===== src/common/ppt_pkg.sv =====
// Package: register map, field layout and bus types for the PWM control block
//
// Operation
// The polarity setting is double-buffered and, while halted, reaches the pin on the next input clock edge.
// While running, a new polarity takes effect only at a cycle boundary so the pin never glitches.
// With invert clear, each cycle drives high for the high-time count, then low for period minus high-time.
// With invert set, each cycle drives low first and then high, with the same two durations.
// Halted and disabled, the pin holds high when invert is 1 and low when it is 0, low after reset.
// The invert bit resets to 0, non-inverted, and writing 1 selects inverted output.
// A mode bit selects normal or triggered start, normal after reset.
// In normal mode output begins as soon as the channel is enabled.
// In triggered mode an enabled channel waits for a rising edge on the trigger pin.
// Once triggered, cycles continue even when the trigger pin returns low.
// Clearing enable lets the cycle in progress finish and then halts.
// Channel 1 has its own 16-bit period register that behaves like channel 0's.
// Software writes reserved bits of the polarity and mode registers as zero.
// At each cycle start the buffered period and high-time load into down-counters.
// Setting enable copies period and high-time into the counters and output starts on the next edge.
// The trigger pin passes two flip-flops before rising-edge detection.
package ppt_pkg;

    // ========================================================================
    // Register offsets (byte addresses)
    localparam logic [5:0] OFS_CH0_PERIOD   = 6'h00;
    localparam logic [5:0] OFS_CH0_HIGH     = 6'h04;
    localparam logic [5:0] OFS_CH0_ENABLE   = 6'h08;
    localparam logic [5:0] OFS_CH0_POLARITY = 6'h0c;
    localparam logic [5:0] OFS_CH0_TRIGMODE = 6'h10;
    localparam logic [5:0] OFS_CH1_PERIOD   = 6'h20;

    // ========================================================================
    // Field layout and reset values
    localparam int          CNT_W        = 16;
    localparam int          BIT_ENABLE   = 0;
    localparam int          BIT_INVERT   = 0;
    localparam int          BIT_MODE     = 0;
    localparam logic [15:0] RST_COUNT    = 16'h0000;
    localparam logic        RST_BIT      = 1'b0;
    localparam logic [15:0] ONE_COUNT    = 16'h0001;
    localparam logic [31:0] RDATA_ZERO   = 32'h0000_0000;

    // ========================================================================
    // Types
    typedef enum logic {PPT_PH_HIGH, PPT_PH_LOW} ppt_phase_e;

    typedef struct packed {
        logic [5:0]  address;
        logic        read;
        logic        write;
        logic [31:0] writedata;
        logic [3:0]  byteenable;
    } ppt_bus_req_s;

endpackage : ppt_pkg


===== src/hw/ppt_channel.sv =====
// Module: polarity, trigger start and cycle generation for one PWM channel
//
// Added by the designer: the Avalon-MM interface to the registers.
module ppt_channel #(
    parameter int CNT_W = ppt_pkg::CNT_W
) (
    input  wire logic                 clk_sys_i,
    input  wire logic                 nrst_i,
    input  wire ppt_pkg::ppt_bus_req_s bus_i,
    output logic                      waitrequest_o,
    output logic [31:0]               readdata_o,
    output logic                      readdatavalid_o,
    input  wire logic                 ch0_trigger_input_i,
    output logic                      ch0_pwm_o,
    output logic                      ch0_running_o
);

    // Counters and the merge helper serve at most 16 bits
    if (CNT_W < 2 || CNT_W > 16)
    begin : g_bad_cnt_w
        $error("CNT_W must lie between 2 and 16");
    end

    // ========================================================================
    // Register file
    logic [CNT_W-1:0] ch0_period_reg;
    logic [CNT_W-1:0] ch0_high_time_reg;
    logic [CNT_W-1:0] ch1_period_reg;
    logic             ch0_enable_reg;
    logic             ch0_polarity_reg;
    logic             ch0_mode_reg;
    logic             answered_reg;
    logic             waitrequest_reg;
    logic [31:0]      readdata_reg;

    wire req_w   = bus_i.read | bus_i.write;
    // One wait cycle: request is taken on the second edge it is held
    wire take_w  = req_w & answered_reg;
    // Read data are latched one edge early so they stand at the taking edge
    wire rd_early_w = req_w & ~answered_reg & bus_i.read;
    wire wr_w    = take_w & bus_i.write & bus_i.byteenable[0];
    wire wr_hi_w = take_w & bus_i.write & bus_i.byteenable[1];
    wire sel_p0  = bus_i.address == ppt_pkg::OFS_CH0_PERIOD;
    wire sel_h0  = bus_i.address == ppt_pkg::OFS_CH0_HIGH;
    wire sel_en  = bus_i.address == ppt_pkg::OFS_CH0_ENABLE;
    wire sel_pol = bus_i.address == ppt_pkg::OFS_CH0_POLARITY;
    wire sel_md  = bus_i.address == ppt_pkg::OFS_CH0_TRIGMODE;
    wire sel_p1  = bus_i.address == ppt_pkg::OFS_CH1_PERIOD;

    function automatic logic [CNT_W-1:0] merge(input logic [CNT_W-1:0] old,
                                                input logic [31:0] d,
                                                input logic lo,
                                                input logic hi);
        logic [15:0] o16;
        o16 = 16'(old);
        if (lo)
            o16[7:0] = d[7:0];
        if (hi)
            o16[15:8] = d[15:8];
        return CNT_W'(o16);
    endfunction

    logic [31:0] rd_mux_w;
    assign rd_mux_w = sel_p0  ? 32'(ch0_period_reg)
                    : sel_h0  ? 32'(ch0_high_time_reg)
                    : sel_en  ? 32'(ch0_enable_reg)
                    : sel_pol ? 32'(ch0_polarity_reg)
                    : sel_md  ? 32'(ch0_mode_reg)
                    : sel_p1  ? 32'(ch1_period_reg)
                    : ppt_pkg::RDATA_ZERO;

    always_ff @(posedge clk_sys_i)
    begin
        if (!nrst_i)
        begin
            answered_reg    <= 1'b0;
            waitrequest_reg <= 1'b1;
        end
        else
        begin
            answered_reg    <= req_w & ~answered_reg;
            waitrequest_reg <= ~(req_w & ~answered_reg);
        end
    end

    always_ff @(posedge clk_sys_i)
    begin
        if (!nrst_i)
        begin
            ch0_period_reg    <= CNT_W'(ppt_pkg::RST_COUNT);
            ch0_high_time_reg <= CNT_W'(ppt_pkg::RST_COUNT);
            ch1_period_reg    <= CNT_W'(ppt_pkg::RST_COUNT);
            ch0_enable_reg    <= ppt_pkg::RST_BIT;
            ch0_polarity_reg  <= ppt_pkg::RST_BIT;
            ch0_mode_reg      <= ppt_pkg::RST_BIT;
            readdata_reg      <= ppt_pkg::RDATA_ZERO;
            readdatavalid_o   <= 1'b0;
        end
        else
        begin
            if (sel_p0)
                ch0_period_reg <= merge(ch0_period_reg, bus_i.writedata,
                                        wr_w, wr_hi_w);
            if (sel_h0)
                ch0_high_time_reg <= merge(ch0_high_time_reg,
                                           bus_i.writedata, wr_w, wr_hi_w);
            if (sel_p1)
                ch1_period_reg <= merge(ch1_period_reg, bus_i.writedata,
                                        wr_w, wr_hi_w);
            if (wr_w && sel_en)
                ch0_enable_reg <= bus_i.writedata[ppt_pkg::BIT_ENABLE];
            if (wr_w && sel_pol)
                ch0_polarity_reg <= bus_i.writedata[ppt_pkg::BIT_INVERT];
            if (wr_w && sel_md)
                ch0_mode_reg <= bus_i.writedata[ppt_pkg::BIT_MODE];
            readdatavalid_o <= rd_early_w;
            if (rd_early_w)
                readdata_reg <= rd_mux_w;
        end
    end

    assign waitrequest_o = waitrequest_reg;
    assign readdata_o    = readdata_reg;

    // ========================================================================
    // Trigger synchroniser and edge detect
    logic trig_s1_reg;
    logic trig_s2_reg;
    logic trig_s3_reg;

    always_ff @(posedge clk_sys_i)
    begin
        if (!nrst_i)
        begin
            trig_s1_reg <= 1'b0;
            trig_s2_reg <= 1'b0;
            trig_s3_reg <= 1'b0;
        end
        else
        begin
            trig_s1_reg <= ch0_trigger_input_i;
            trig_s2_reg <= trig_s1_reg;
            trig_s3_reg <= trig_s2_reg;
        end
    end

    wire trig_rise_w = trig_s2_reg & ~trig_s3_reg;

    // ========================================================================
    // Cycle engine
    logic                ch0_running_reg;
    ppt_pkg::ppt_phase_e phase_reg;
    ppt_pkg::ppt_phase_e phase_next;
    logic [CNT_W-1:0]    high_cnt_reg;
    logic [CNT_W-1:0]    low_cnt_reg;
    logic                inv_active_reg;
    logic                pwm_reg;

    // Start permitted by mode; trigger waits for a rising edge only
    wire start_ok_w = ~ch0_mode_reg | trig_rise_w;
    wire start_w    = ~ch0_running_reg & ch0_enable_reg & start_ok_w;
    wire cyc_end_w  = ch0_running_reg & (phase_reg == ppt_pkg::PPT_PH_LOW)
                    & (low_cnt_reg <= CNT_W'(ppt_pkg::ONE_COUNT));
    wire high_end_w = (phase_reg == ppt_pkg::PPT_PH_HIGH)
                    & (high_cnt_reg <= CNT_W'(ppt_pkg::ONE_COUNT));
    // A cycle boundary restarts only while enable stays set
    wire again_w    = cyc_end_w & ch0_enable_reg;
    wire load_w     = start_w | again_w;
    wire [CNT_W-1:0] low_len_w = ch0_period_reg - ch0_high_time_reg;
    // Polarity follows software while halted, latches only at a boundary
    wire inv_next_w = (load_w | ~ch0_running_reg) ? ch0_polarity_reg
                    : inv_active_reg;
    wire active_hi_w = load_w ? (ch0_high_time_reg != '0)
                     : (phase_next == ppt_pkg::PPT_PH_HIGH);

    always_comb
    begin
        phase_next = phase_reg;
        if (load_w)
            phase_next = ppt_pkg::PPT_PH_HIGH;
        else if (ch0_running_reg && high_end_w)
            phase_next = ppt_pkg::PPT_PH_LOW;
    end

    wire running_next_w = load_w | (ch0_running_reg & ~cyc_end_w);

    always_ff @(posedge clk_sys_i)
    begin
        if (!nrst_i)
        begin
            ch0_running_reg <= 1'b0;
            phase_reg       <= ppt_pkg::PPT_PH_HIGH;
            high_cnt_reg    <= CNT_W'(ppt_pkg::RST_COUNT);
            low_cnt_reg     <= CNT_W'(ppt_pkg::RST_COUNT);
            inv_active_reg  <= ppt_pkg::RST_BIT;
            pwm_reg         <= 1'b0;
        end
        else
        begin
            ch0_running_reg <= running_next_w;
            phase_reg       <= phase_next;
            inv_active_reg  <= inv_next_w;
            if (load_w)
            begin
                high_cnt_reg <= ch0_high_time_reg;
                low_cnt_reg  <= low_len_w;
            end
            else if (ch0_running_reg && phase_reg == ppt_pkg::PPT_PH_HIGH
                     && !high_end_w)
                high_cnt_reg <= high_cnt_reg - CNT_W'(ppt_pkg::ONE_COUNT);
            else if (ch0_running_reg && phase_reg == ppt_pkg::PPT_PH_LOW)
                low_cnt_reg <= low_cnt_reg - CNT_W'(ppt_pkg::ONE_COUNT);
            if (running_next_w)
                pwm_reg <= active_hi_w ^ inv_next_w;
            else
                pwm_reg <= inv_next_w;
        end
    end

    assign ch0_pwm_o     = pwm_reg;
    assign ch0_running_o = ch0_running_reg;
endmodule : ppt_channel


===== config.mk =====
export PLATFORM = sky130hd
export DESIGN_NAME = ppt_channel
export DESIGN_NICKNAME = d
export VERILOG_FILES = /design/src/common/ppt_pkg.sv /design/src/hw/ppt_channel.sv
export SDC_FILE = /design/constraint.sdc
export NUM_CORES = 1
export LEC_CHECK = 0
export ABC_AREA = 1
export BUFFER_PORTS_ARGS = -buffer_cell sky130_fd_sc_hd__buf_2
export CORE_UTILIZATION = 40
export CTS_CLUSTER_SIZE = 14
export DETAILED_ROUTE_END_ITERATION = 8
export GPL_TIMING_DRIVEN = 0
export SYNTH_ARGS = -nofsm -noshare
export SYNTH_HDL_FRONTEND = slang
export SYNTH_SLANG_ARGS = --single-unit

===== constraint.sdc =====
create_clock -name clk_sys_i -period 2.2 [get_ports clk_sys_i]
set_clock_uncertainty 0.05 [all_clocks]
set_input_delay 0 -clock clk_sys_i [delete_from_list [all_inputs] [get_ports clk_sys_i]]
set_output_delay 0 -clock clk_sys_i [all_outputs]
set_load 0.02 [all_outputs]

==> impl_metrics.json <==
{
  "final_cell_mix": "nand2_1, nor2_1, dfxtp_1",
  "hold_path_depth": 4,
  "p_leak_nw": 3.41,
  "post_drt_wl_per_cell_um": 14.7,
  "fin_nets": 1076,
  "dieArea_um2": 16100,
  "final_hold_viol_count": 0,
  "cp.arrival_ns": 2.30,
  "placed_area_um2": 6770,
  "path_clk_slew_ns": 0.08,
  "start_util_pct": 41.0,
  "fin_crit_ns": 2.08,
  "synth_area_um2": 6240,
  "tightest_slew_ns": 0.765,
  "finalSetupTns_ns": 0,
  "clock_sinks": 109,
  "final_util_pct": 47.9,
  "synth_top_cell_area_share_pct": 35.0,
  "num_rows": 45,
  "via_per_inst": 4.97,
  "dr.pass1.iters": 5,
  "overflow": 0,
  "syn_area_per_cell_um2": 6.82,
  "clock_latency_ns": 0.36,
  "synth-seq-cells": 109,
  "ys.flop_type": "dfxtp_1",
  "synth_cell_types": 44,
  "netlist_instances": 915,
  "final_cell_area_um2": 7290,
  "mostFrequentLayoutCell": "nand2_1",
  "final_antenna_net_count": 0,
  "holdCritPathClass": "in2reg",
  "antenna_found_initial": 0,
  "ys_async_sr_fraction_pct": 0,
  "period_share_pct": 94.7,
  "drv_cap": 0,
  "drive_gt1_share_pct": 13.6,
  "relSlewSlack_pct": 49.0,
  "ir_drop_v": 0.000375,
  "h-tree-depth": 3,
  "reg2reg_depth": 13,
  "setup_slack_ns": 0.117,
  "clockBufferDepth": 2,
  "gp_congestion": 0.897,
  "syn_to_final_growth_pct": 16.8,
  "post-place-ws_ns": -0.0359,
  "hpwl_um": 13800,
  "p_per_area_nw_per_um2": 554,
  "r2r_slack_ns": 0.12,
  "drc_errors": 0,
  "drt_iter0_drc": 439,
  "yosysTopAreaCell": "dfxtp_1",
  "boundaryPins": 83,
  "via_count": 5977,
  "whs_ns": 0.0229,
  "n_fill_cell": 1591,
  "coreArea_um2": 15200,
  "port_buffers": 48,
  "ys_seq_area_share_pct": 35.0,
  "worstSetupPathType": "reg2reg",
  "grt_pass1_wl_um": 29000,
  "diodes": 0,
  "drt_wl_total_um": 17700,
  "grt_pass1_vias": 5611,
  "multi_input_area_um2": 3460,
  "synth_area_leaders": "dfxtp_1, nand2_1, nor2_1",
  "max_freq_mhz": 480,
  "setup_violations": 0,
  "die_height_um": 127,
  "r2r_start": "ch0_period_reg[0]",
  "run_status": "finished clean",
  "timing.rr.end": "low_cnt_reg[6]",
  "cts_tree": "done",
  "slew_viol_final": 0,
  "synth_edf_count": 0,
  "crit_path_start_kind": "register",
  "dieWidth_um": 127,
  "clockRootBuffer": "clkbuf_16",
  "hold_path_end": "ch0_polarity_reg",
  "grt_usage_pct": 23.1,
  "crit_path_start": "ch0_period_reg[0]",
  "hold_start": "bus_i[38]",
  "crit_fanout": 4,
  "regArea_um2": 2190,
  "cts-buffers-inserted": 9,
  "grt_start_max_net_pins": 19,
  "synth_warnings": 0,
  "required_ns": 2.41,
  "end_kind": "register"
}
## timing repair
action                                  in CTS  in global routing
pin swaps                                    0                  1
hold buffers                                19                  0
setup buffers                                0                  1
endpoints found under the setup margin       1                  3
resized for setup                            1                  4
endpoints found under the hold margin       54                  0
## critical path, stage by stage (launching register included)
cell	delay (ns)
dfxtp_1	0.31
inv_1	0.07
ha_1	0.23
fa_2	0.37
o21ai_2	0.17
nand2_1	0.07
nand2_1	0.13
inv_1	0.07
nand2_1	0.06
nand3_1	0.12
o21ai_0	0.14
nand2_1	0.07
nand2_1	0.07
inv_1	0.04
## final cells by class
class	instances	area share [%]
multi-input cells	676	47.4
repair buffers	68	6.01
inverters	99	5.10
flip-flops and latches	109	30.0
well taps	188	3.23
plain buffers	46	3.98
clock inverters	6	0.945
clock buffers	10	3.28
## logic make-up after synthesis
| group | synth area share (%) |
|---|---|
| AND/OR/NAND/NOR | 28.9 |
| AO/OA/AOI/OAI | 18.5 |
| buffers and inverters | 10.6 |
| flip-flops | 35.0 |
| XOR/XNOR | 2.81 |
| adder cells (fa/ha/maj) | 4.13 |
| other | 0.0601 |
## worst max path at each step
stage	to	slack (ns)	cells past startpoint
2_1_floorplan	low_cnt_reg[6]	0.34	13
3_3_place_gp	low_cnt_reg[6]	-0.02	12
3_5_place_dp	low_cnt_reg[6]	-0.04	12
4_1_cts	low_cnt_reg[6]	0.02	12
5_1_grt	low_cnt_reg[7]	-0.001	11
6_report	low_cnt_reg[6]	0.12	13
## metrics by stage
step | std cells | power (mW)
CTS | 1201 | 4.05
finish | 1202 | 4.04
global route | 1202 | 4.16
global placement | 1166 | 2.34
detailed placement | 1166 | 2.34
floorplan | 930 | 2.23
## synthesized netlist by cell type, types with 5 or more instances
cell type  count
nand2_1      187
nor2_1       124
dfxtp_1      109
inv_1         96
o21ai_0       91
a21oi_1       74
nand3_1       42
a31oi_1       22
ha_1          19
buf_4         17
clkbuf_1      16
xor2_1        13
nand4_1       10
o21ai_1        8
buf_2          7
nand2_2        7
nor2_2         7
nor3_1         7
xnor2_1        7
buf_6          6
nor2_4         5
## per-layer routing
metal	vias up	share of wire, %	routed length (um)	track usage [%]
met5	-	0	0	0
met4	0	1.9	332	6.51
met3	19	3.1	542	3.42
met2	102	46	8180	38.0
met1	2701	49	8640	31.4
li1	3155	-	-	-
## power breakdown
group	switching, mW	internal (mW)
combinational	0.194	0.118
clock	0.792	0.924
sequential	0.0127	2.00
total	0.999	3.04
Power figures use the tool's default switching activity.
